File: src/include/cbl_consts.svh
`ifndef CBL_CONSTS_SVH
`define CBL_CONSTS_SVH

// Flash addresses of the two configuration bytes
`define CBL_ADDR_CFG0        16'hfb00
`define CBL_ADDR_CFG1        16'hfb01
`define CBL_ADDR_W           16
// Field positions in configuration byte zero
`define CBL_CFG0_FOSC_LO     0
`define CBL_CFG0_FOSC_HI     1
// Field positions in configuration byte one
`define CBL_CFG1_PROG_LOCK   7
`define CBL_CFG1_DATA_LOCK   6
`define CBL_CFG1_RC_FREQ     5
`define CBL_CFG1_RSVD_HI     4
`define CBL_CFG1_XTAL_RANGE  3
`define CBL_CFG1_RSVD_LO     2
`define CBL_CFG1_EVEN_HIZ    1
`define CBL_CFG1_ODD_HIZ     0
// Erased-flash value used before the first sample completes
`define CBL_CFG_ERASED       8'hff
`define CBL_CNT_ZERO         2'h0
`define CBL_CNT_ONE          2'h1

`endif

File: src/include/cbl_pkg.sv
package cbl_pkg;

   // CPU clock source encodings
   typedef enum logic [1:0] {
      CBL_SRC_CRYSTAL  = 2'h0,
      CBL_SRC_INT_RC   = 2'h1,
      CBL_SRC_RESERVED = 2'h2,
      CBL_SRC_EXT_CLK  = 2'h3
   } cbl_clk_src_type;

   // Load sequencer states, Gray along the path
   typedef enum logic [1:0] {
      CBL_ST_FETCH0 = 2'h0,
      CBL_ST_FETCH1 = 2'h1,
      CBL_ST_RUN    = 2'h3
   } cbl_state_type;

   // Tool path that asks for a flash access
   typedef enum logic [1:0] {
      CBL_PATH_WRITER = 2'h0,
      CBL_PATH_ICP    = 2'h1,
      CBL_PATH_JTAG   = 2'h2,
      CBL_PATH_NONE   = 2'h3
   } cbl_path_type;

endpackage

File: src/cbl_config_loader.sv
`timescale 1ns/1ns
`default_nettype none
`include "cbl_consts.svh"

module cbl_config_loader
#(
   parameter int ADDR_W = `CBL_ADDR_W   // CPU data address width
)
(
   input  wire logic              clk_in,             // System clock
   input  wire logic              rst_n_in,           // Async reset, active low
   // Flash byte fetch during load
   output logic                   cfg_rd_out,         // Fetch strobe
   output logic                   cfg_sel_out,        // 0 = byte zero, 1 = byte one
   input  wire logic [7:0]        cfg_data_in,        // Flash byte, valid while strobe is high
   // Decoded settings
   output cbl_pkg::cbl_clk_src_type cpu_clock_source_select_out, // Oscillator source
   output logic                   internal_rc_frequency_select_out, // 1 = 22.1184 MHz
   output logic                   crystal_range_select_out, // 1 = above 24 MHz
   output logic                   cfg_valid_out,      // Settings loaded
   // PWM pin float control
   input  wire logic [7:0]        port_output_mode_in, // Per-pin drive enable from mode reg
   output logic [7:0]             pwm_pin_oe_out,     // Final PWM pin drive enable
   output logic                   even_pwm_hiz_flag_out, // Control three even flag
   output logic                   odd_pwm_hiz_flag_out,  // Control three odd flag
   // Programming tool access check
   input  wire logic              tool_req_in,        // Tool access request, async
   input  wire cbl_pkg::cbl_path_type tool_path_in,   // Requesting path
   input  wire logic              tool_data_area_in,  // 1 = data flash, 0 = program flash
   input  wire logic              tool_is_erase_in,   // Bank/area erase request
   input  wire logic              tool_is_read_in,    // Read request
   output logic                   tool_grant_out,     // Access allowed
   output logic                   tool_deny_out,      // Access refused
   output logic                   lock_illegal_out,   // Unsupported lock combination
   // CPU external-data read port
   input  wire logic              cpu_rd_in,          // Read strobe
   input  wire logic [ADDR_W-1:0] cpu_addr_in,        // Read address
   output logic [7:0]             cpu_rdata_out,      // Read data
   output logic                   cpu_hit_out         // Address was a config byte
);

   logic                    rst_meta_r;
   logic                    rst_sync_n_r;
   logic                    tool_req_s;
   cbl_pkg::cbl_state_type  state_r;
   cbl_pkg::cbl_state_type  state_nxt;
   logic [7:0]              cfg0_r;
   logic [7:0]              cfg0_nxt;
   logic [7:0]              cfg1_r;
   logic [7:0]              cfg1_nxt;
   logic                    rd_nxt;
   logic                    sel_nxt;
   logic                    pend_r;
   logic                    pend_nxt;
   localparam int           QUAL_W = 5;          // Path, area, erase, read
   logic [QUAL_W-1:0]       tool_qual_raw;
   logic [QUAL_W-1:0]       tool_qual_s;
   logic [1:0]              tool_path_s;
   logic                    tool_area_s;
   logic                    tool_erase_s;
   logic                    tool_read_s;
   logic                    prog_ok;
   logic                    data_ok;
   logic                    grant_nxt;
   logic                    deny_nxt;
   logic [7:0]              oe_nxt;
   logic [7:0]              rdata_nxt;
   logic                    hit_nxt;

   // Reset release through two flops
   // Entry is immediate; release waits two edges so no flop sees a runt
   always_ff @(posedge clk_in or negedge rst_n_in)
   begin
      if (!rst_n_in)
      begin
         rst_meta_r   <= 1'b0;
         rst_sync_n_r <= 1'b0;
      end
      else
      begin
         rst_meta_r   <= 1'b1;
         rst_sync_n_r <= rst_meta_r;
      end
   end

   // Tool request arrives from a pin
   cbl_bit_sync u_tool_sync
   (
      .clk_in   (clk_in),
      .rst_n_in (rst_sync_n_r),
      .d_in     (tool_req_in),
      .q_out    (tool_req_s)
   );

   // Qualifiers pass the same two stages as the request, so all arrive together
   // Limitation: a tool must settle them no later than it raises the request
   assign tool_qual_raw = {tool_path_in, tool_data_area_in, tool_is_erase_in, tool_is_read_in};
   for (genvar g = 0; g < QUAL_W; g++)
   begin : g_qual_sync
      cbl_bit_sync u_qual_sync
      (
         .clk_in   (clk_in),
         .rst_n_in (rst_sync_n_r),
         .d_in     (tool_qual_raw[g]),
         .q_out    (tool_qual_s[g])
      );
   end

   // Split the synchronised qualifiers back into fields
   assign {tool_path_s, tool_area_s, tool_erase_s, tool_read_s} = tool_qual_s;

   // Load sequencer: fetch both bytes once after reset, then hold
   // Each byte costs a strobe cycle and a take cycle
   always_comb
   begin
      state_nxt = state_r;
      cfg0_nxt  = cfg0_r;
      cfg1_nxt  = cfg1_r;
      rd_nxt    = 1'b0;
      sel_nxt   = cfg_sel_out;
      pend_nxt  = pend_r;
      unique case (state_r)
         cbl_pkg::CBL_ST_FETCH0:
         begin
            rd_nxt  = !pend_r;
            sel_nxt = 1'b0;
            pend_nxt = 1'b1;
            if (pend_r)
            begin
               cfg0_nxt  = cfg_data_in;
               state_nxt = cbl_pkg::CBL_ST_FETCH1;
               pend_nxt  = 1'b0;
            end
         end
         cbl_pkg::CBL_ST_FETCH1:
         begin
            rd_nxt  = !pend_r;
            sel_nxt = 1'b1;
            pend_nxt = 1'b1;
            if (pend_r)
            begin
               cfg1_nxt  = cfg_data_in;
               state_nxt = cbl_pkg::CBL_ST_RUN;
               pend_nxt  = 1'b0;
            end
         end
         cbl_pkg::CBL_ST_RUN:
         begin
            // Held until the next reset; program cannot alter it
            state_nxt = cbl_pkg::CBL_ST_RUN;
         end
         default:
         begin
            state_nxt = cbl_pkg::CBL_ST_FETCH0;
            pend_nxt  = 1'b0;
         end
      endcase
   end

   // Sequencer registers; erased value until loaded, locks kept closed by the RUN check
   always_ff @(posedge clk_in or negedge rst_sync_n_r)
   begin
      if (!rst_sync_n_r)
      begin
         state_r     <= cbl_pkg::CBL_ST_FETCH0;
         cfg0_r      <= `CBL_CFG_ERASED;
         cfg1_r      <= `CBL_CFG_ERASED;
         cfg_rd_out  <= 1'b0;
         cfg_sel_out <= 1'b0;
         pend_r      <= 1'b0;
      end
      else
      begin
         state_r     <= state_nxt;
         cfg0_r      <= cfg0_nxt;
         cfg1_r      <= cfg1_nxt;
         cfg_rd_out  <= rd_nxt;
         cfg_sel_out <= sel_nxt;
         pend_r      <= pend_nxt;
      end
   end

   // Lock decode, closed until bytes are loaded
   // Only a data-area erase looks at which tool path is asking
   always_comb
   begin
      prog_ok   = (state_r == cbl_pkg::CBL_ST_RUN)
                  && cfg1_r[`CBL_CFG1_PROG_LOCK];
      data_ok   = (state_r == cbl_pkg::CBL_ST_RUN)
                  && cfg1_r[`CBL_CFG1_DATA_LOCK];
      grant_nxt = 1'b0;
      deny_nxt  = 1'b0;
      if (tool_req_s && tool_path_s != cbl_pkg::CBL_PATH_NONE)
      begin
         if (tool_area_s)
         begin
            // Data area open when its bit is set; under program lock only ICP may erase it
            if (data_ok && !prog_ok && tool_erase_s)
               grant_nxt = (tool_path_s == cbl_pkg::CBL_PATH_ICP);
            else if (data_ok && !tool_erase_s)
               grant_nxt = 1'b1;
            else if (data_ok && prog_ok)
               grant_nxt = 1'b1;
            else
               grant_nxt = 1'b0;
         end
         else
         begin
            grant_nxt = prog_ok && data_ok;
            if (!prog_ok && tool_read_s)
               grant_nxt = 1'b0;
         end
         deny_nxt = !grant_nxt;
      end
   end

   // Pin float: forced high-impedance overrides the mode register
   // Gate uses the registered flag, one cycle behind a fresh load
   always_comb
   begin
      for (int i = 0; i < 8; i++)
      begin
         if (i % 2 == 0)
            oe_nxt[i] = port_output_mode_in[i] && !even_pwm_hiz_flag_out;
         else
            oe_nxt[i] = port_output_mode_in[i] && !odd_pwm_hiz_flag_out;
      end
   end

   // CPU data move read of the two bytes
   // Unmapped addresses read as zero, so no other state leaks out
   always_comb
   begin
      rdata_nxt = 8'h00;
      hit_nxt   = 1'b0;
      if (cpu_rd_in && cpu_addr_in == ADDR_W'(`CBL_ADDR_CFG0))
      begin
         rdata_nxt = cfg0_r;
         hit_nxt   = 1'b1;
      end
      else if (cpu_rd_in && cpu_addr_in == ADDR_W'(`CBL_ADDR_CFG1))
      begin
         rdata_nxt = cfg1_r;
         hit_nxt   = 1'b1;
      end
   end

   // Output registers driven from held bytes
   // Settings follow the held bytes, never the live flash data
   always_ff @(posedge clk_in or negedge rst_sync_n_r)
   begin
      if (!rst_sync_n_r)
      begin
         cpu_clock_source_select_out      <= cbl_pkg::CBL_SRC_CRYSTAL;
         internal_rc_frequency_select_out <= 1'b1;
         crystal_range_select_out         <= 1'b0;
         cfg_valid_out                    <= 1'b0;
         even_pwm_hiz_flag_out            <= 1'b1;
         odd_pwm_hiz_flag_out             <= 1'b1;
         pwm_pin_oe_out                   <= 8'h00;
         tool_grant_out                   <= 1'b0;
         tool_deny_out                    <= 1'b0;
         lock_illegal_out                 <= 1'b0;
         cpu_rdata_out                    <= 8'h00;
         cpu_hit_out                      <= 1'b0;
      end
      else
      begin
         cpu_clock_source_select_out <= cbl_pkg::cbl_clk_src_type'(
            {cfg0_r[`CBL_CFG0_FOSC_HI], cfg0_r[`CBL_CFG0_FOSC_LO]});
         internal_rc_frequency_select_out <= cfg1_r[`CBL_CFG1_RC_FREQ];
         crystal_range_select_out         <= cfg1_r[`CBL_CFG1_XTAL_RANGE];
         cfg_valid_out                    <= (state_r == cbl_pkg::CBL_ST_RUN);
         // Flags reload on each reset since bytes are refetched
         even_pwm_hiz_flag_out <= cfg1_r[`CBL_CFG1_EVEN_HIZ];
         odd_pwm_hiz_flag_out  <= cfg1_r[`CBL_CFG1_ODD_HIZ];
         pwm_pin_oe_out        <= oe_nxt;
         tool_grant_out        <= grant_nxt;
         tool_deny_out         <= deny_nxt;
         // Unsupported pair flagged; tool must not program it
         lock_illegal_out <= (state_r == cbl_pkg::CBL_ST_RUN)
                             && cfg1_r[`CBL_CFG1_PROG_LOCK]
                             && !cfg1_r[`CBL_CFG1_DATA_LOCK];
         cpu_rdata_out    <= rdata_nxt;
         cpu_hit_out      <= hit_nxt;
      end
   end

endmodule // cbl_config_loader

`default_nettype wire

File: src/cbl_bit_sync.sv
`timescale 1ns/1ns
`default_nettype none

// Two-stage synchroniser for one level from outside the clock domain
module cbl_bit_sync
(
   input  wire logic clk_in,    // System clock
   input  wire logic rst_n_in,  // Async reset, active low
   input  wire logic d_in,      // Asynchronous level
   output logic      q_out      // Synchronised level
);

   logic meta_r;
   logic meta_nxt;
   logic q_nxt;

   // First stage read only by the second
   always_comb
   begin
      meta_nxt = d_in;
      q_nxt    = meta_r;
   end

   // Register both stages
   always_ff @(posedge clk_in or negedge rst_n_in)
   begin
      if (!rst_n_in)
      begin
         meta_r <= 1'b0;
         q_out  <= 1'b0;
      end
      else
      begin
         meta_r <= meta_nxt;
         q_out  <= q_nxt;
      end
   end

endmodule // cbl_bit_sync

`default_nettype wire

File: config.mk
export PLATFORM = sky130hd
export DESIGN_NAME = cbl_config_loader
export DESIGN_NICKNAME = d
export VERILOG_FILES = /design/src/include/cbl_pkg.sv /design/src/cbl_config_loader.sv /design/src/cbl_bit_sync.sv
export VERILOG_INCLUDE_DIRS = /design/src /design/src/include
export SDC_FILE = /design/constraint.sdc
export NUM_CORES = 1
export LEC_CHECK = 0
export ABC_AREA = 1
export BUFFER_PORTS_ARGS = -buffer_cell sky130_fd_sc_hd__clkbuf_2
export CAP_MARGIN = 10
export CORE_MARGIN = 2
export CORE_UTILIZATION = 45
export DETAILED_ROUTE_END_ITERATION = 10
export PLACE_DENSITY = 0.81
export SLEW_MARGIN = 20
export SYNTH_ARGS = -nofsm -noshare
export SYNTH_HDL_FRONTEND = slang
export SYNTH_SLANG_ARGS = --single-unit
File: constraint.sdc
create_clock -name clk_in -period 2.5 [get_ports clk_in]
set_input_delay 0.25 -clock clk_in [delete_from_list [all_inputs] [get_ports clk_in]]
set_output_delay 0.25 -clock clk_in [all_outputs]
set_load 0.02 [all_outputs]
==> results.md <==
- Synth Area in Compound Gates: 4.31%
- Top delay family on crit path: flip-flops
- Synth-to-Final Area Change: 27.9%
- Number of H-tree levels: 3
- Post-synth top flop: sky130_fd_sc_hd__dfrtp_1
- Area of the mapped netlist: 0.00221 mm²
- Data arrival at the endpoint of the critical path: 1.06 ns
- Utilization of the core after routing: 59.8%
- Clock Pin Slew Worst Setup and Hold Paths: 0.07 ns
- Antenna Cells: 0
- Worst setup EP type: primary output
- Portion of the clock cycle consumed by the worst path in the final layout: 52.3%
- Top cell type by total area after synthesis: sky130_fd_sc_hd__dfrtp_1
- Total number of yosys warnings: 0
- Number of rows in the core area: 25
- Fmax: 765 MHz
- HPWL after detailed placement: 2780 µm
- Post-detailed-route wirelength per cell: 11.4 µm
- Buffers on Ports: 68
- Bufs on Longest Clock Path: 2
- Vias per std cell: 4.53
- Maximum resistive drop on vdd: 0.423 mV
- Worst slew margin: 54.9%
- Most used standard cell by instance count after synthesis: sky130_fd_sc_hd__nand2_1
- Total power density per cell area: 715 mW/mm²
- Routed Wire Length: 4050 µm
- Top-Level Pins: 70
- Leading post-synthesis cells by instance count: 44 x sky130_fd_sc_hd__nand2_1, 41 x sky130_fd_sc_hd__dfrtp_1, 33 x sky130_fd_sc_hd__inv_1
- Max Slew Vio Count: 0
- Internal Pwr Total: 1560 µW
- Root buffer cell: sky130_fd_sc_hd__clkbuf_8
- Simple-gate area share of the yosys netlist: 19.6%
- Number of cells on the worst reg-to-reg path: 3
- First-pass iteration count of the detailed router: 5
- Nets@finish: 325
- CTS tree: done
- Cell types occupying the most area after synthesis: sky130_fd_sc_hd__dfrtp_1 46%, sky130_fd_sc_hd__dfstp_2 23%, sky130_fd_sc_hd__nand2_1 7.5%, sky130_fd_sc_hd__inv_1 5.6%, sky130_fd_sc_hd__nand4_1 4.8%
- Num CTS Buffers: 9
- Die Wd: 74.1 µm
- Cell depth of the worst setup path: 1
- Multiplexer share of the synthesized area: 0%
- Clock insertion delay at the later pin of the skew report: 0.32 ns
- Sequential cell area fraction in the yosys report: 69.1%
- Sequence of cells on the critical path: clkbuf_2
- Startpoint Class: flop
- Hold violation count in the final report: 0
- Post-synthesis adder-cell area fraction: 0%
- Buffers and inverters on the worst path: 1
- Number of DRC violations after detailed routing: 0
- Kind of path behind the tightest hold check: in -> reg
- Starting density of the core: 46.8%
- Core ar.: 0.00472 mm²
- Main combinational cell family by area after synthesis: simple AND/OR/NAND/NOR gates
- Final setup viols: 0
- Worst Max-Slew Pin Slew: 0.677 ns
- Switching power: 466 µW
- Largest stage delay on the critical path: 0.56 ns
- RSZ-0062 raised after global routing: no
- Combinational cell fraction of total power: 6.3%
- Y dimension of the die: 74.1 µm
- Total gr overflow: 0
- Cell leakage power: 0.00153 µW
- Largest fanout on the critical path: 5
- Syn nets: 247
- Number of sinks driven by the clock tree: 60
- Library cell contributing the largest single delay on the critical path: sky130_fd_sc_hd__dfstp_2
- Count of max-cap constraint violations: 0
- Share of the synthesized area in the top cell type: 46.5%
- Clock power share: 42.4%
- Final sum of negative setup slack: 0 ns
- XOR/XNOR Fraction of Synth Area: 0%
- Via Count: 1614
- Wire length of the first global-routing pass: 6600 µm
- Total of flip-flops plus latches after synthesis: 60
- Post-synthesis instance total: 206
- Number of nets with antenna violations after routing: 0
- Count of flip-flops with a built-in enable after synthesis: 0
- DIE AREA: 0.00548 mm²
- Instance count along the most critical hold path: 1
- Clock Skew: 0.00536 ns
- Fraction of final layout cells with drive strength greater than 1: 39.4%
- Initial DRC count: 118
- Register-to-Register Setup Slack: 1.36 ns
- Critical path type: reg -> out
- Largest net degree at the start of global routing: 59
- Unique masters post-synth: 18
- Routability-driven placement congestion ratio: 0.721
- Power share of the sequential group: 51.4%
- Global Route Usage Sum: 16.3%
- Period minus WS final: 1.31 ns
- Share of async-settable or async-resettable flops after synthesis: 100%
- Syn_area_per_cell: 10.7 µm²
- Switching share of power: 23.1%
- Number of global-route vias before repair: 1515
- Worst EP required: 2.25 ns
- Run status: complete, no violations
- Antenna violations before repair: 0
[power groups by stage]
stage               clock network (µW)  logic [µW]  registers, µW
finish                             856         127           1040
global route                       906         146           1040
CTS                                873         130           1040
detailed placement                   0         129           1050
global placement                     0         124           1050
floorplan                            0        37.4           1080
[final timing paths]
| check | start | endpoint |
|---|---|---|
| setup / recovery | odd_pwm_hiz_flag_out | odd_pwm_hiz_flag_out |
| hold / removal | tool_path_in[0] | g_qual_sync[3].u_qual_sync.meta_r |
| setup reg to reg | state_r[1] | cfg1_r[1] |
| hold reg to reg | g_qual_sync[4].u_qual_sync.meta_r | g_qual_sync[4].u_qual_sync.q_out |
| max in group asynchronous | rst_sync_n_r | pwm_pin_oe_out[7] |
| min in group asynchronous | rst_n_in | rst_meta_r |
[kinds of logic (layout without fill, tap and decap cells)]
group / Yosys count / count (layout)
and+or+nand+nor: 90 / 90
AOI/OAI and AO/OA: 19 / 19
buffers and inverters: 36 / 119
other: 1 / 1
DFF: 60 / 60
[area by class of cell]
cell class,count,area [µm²]
multi-input cells,110,532
clock buffers,10,138
inverters,33,124
flip-flops and latches,60,1530
fillers,396,1900
clock inverters,6,63.8
well taps,67,83.8
repair buffers,70,358
[layer usage]
layer  global-route usage [%]  part of all wire, %  up-vias
li1                         -                    -      800
met1                     20.4                   43      763
met2                     26.5                   52       49
met3                     4.07                  4.8        2
met4                     8.48                 0.57        0
met5                        0                    0        -
[repair_timing]
| item | in CTS | in global routing |
|---|---|---|
| endpoints found under the hold margin | 2 | 0 |
| resized for setup | 0 | 0 |
| buffers inserted | 0 | 0 |
| hold buffers | 1 | 0 |
[sequential cells by signal, summed over array words and instances (netlist names), 2 cells and up]
signal and flops:
state_r 2, pwm_pin_oe_out 8, cpu_clock_source_select_out 2, cfg1_r 8, cfg0_r 8, cpu_rdata_out 8, g_qual_sync.u_qual_sync.q_out 4, g_qual_sync.u_qual_sync.meta_r 4
[layout by cell type (no fill, tap or decap)]
| cell | netlist | final |
|---|---|---|
| sky130_fd_sc_hd__clkbuf_2 | 0 | 68 |
| sky130_fd_sc_hd__nand2_1 | 44 | 44 |
| sky130_fd_sc_hd__dfrtp_1 | 41 | 40 |
| sky130_fd_sc_hd__inv_1 | 33 | 33 |
| sky130_fd_sc_hd__dfstp_2 | 19 | 19 |
| sky130_fd_sc_hd__nor2_1 | 18 | 18 |
| sky130_fd_sc_hd__nand4_1 | 17 | 17 |
| sky130_fd_sc_hd__o21ai_0 | 10 | 10 |
| sky130_fd_sc_hd__clkbuf_8 | 0 | 10 |
| sky130_fd_sc_hd__o21ai_1 | 8 | 8 |
| sky130_fd_sc_hd__nor2_4 | 4 | 4 |
| sky130_fd_sc_hd__nand3_2 | 2 | 2 |
| sky130_fd_sc_hd__nand2_2 | 2 | 2 |
| sky130_fd_sc_hd__clkinvlp_4 | 0 | 2 |
| sky130_fd_sc_hd__clkinv_2 | 0 | 2 |
| sky130_fd_sc_hd__nor2_2 | 1 | 1 |
| sky130_fd_sc_hd__nor3_1 | 1 | 1 |
| sky130_fd_sc_hd__a21oi_1 | 1 | 1 |
| sky130_fd_sc_hd__nand3_1 | 1 | 1 |
| sky130_fd_sc_hd__bufinv_16 | 0 | 1 |
| sky130_fd_sc_hd__clkinv_4 | 0 | 1 |
| sky130_fd_sc_hd__dlygate4sd3_1 | 0 | 1 |
| sky130_fd_sc_hd__buf_4 | 0 | 1 |
| sky130_fd_sc_hd__conb_1 | 1 | 1 |
| sky130_fd_sc_hd__dfrtp_2 | 0 | 1 |
[per-stage QoR]
step	setup slack (ns)	std cells	power, µW	hold slack [ns]	cell area, µm²
global placement	1.31	339	1180	0.0347	2610
global route	1.15	356	2090	0.0131	2830
finish	1.19	356	2020	0.0267	2830
floorplan	0.739	206	1120	-0.0456	2210
CTS	1.18	356	2040	0.0140	2830
detailed placement	1.26	339	1180	0.0359	2610
(Power assumes the default switching activity.)
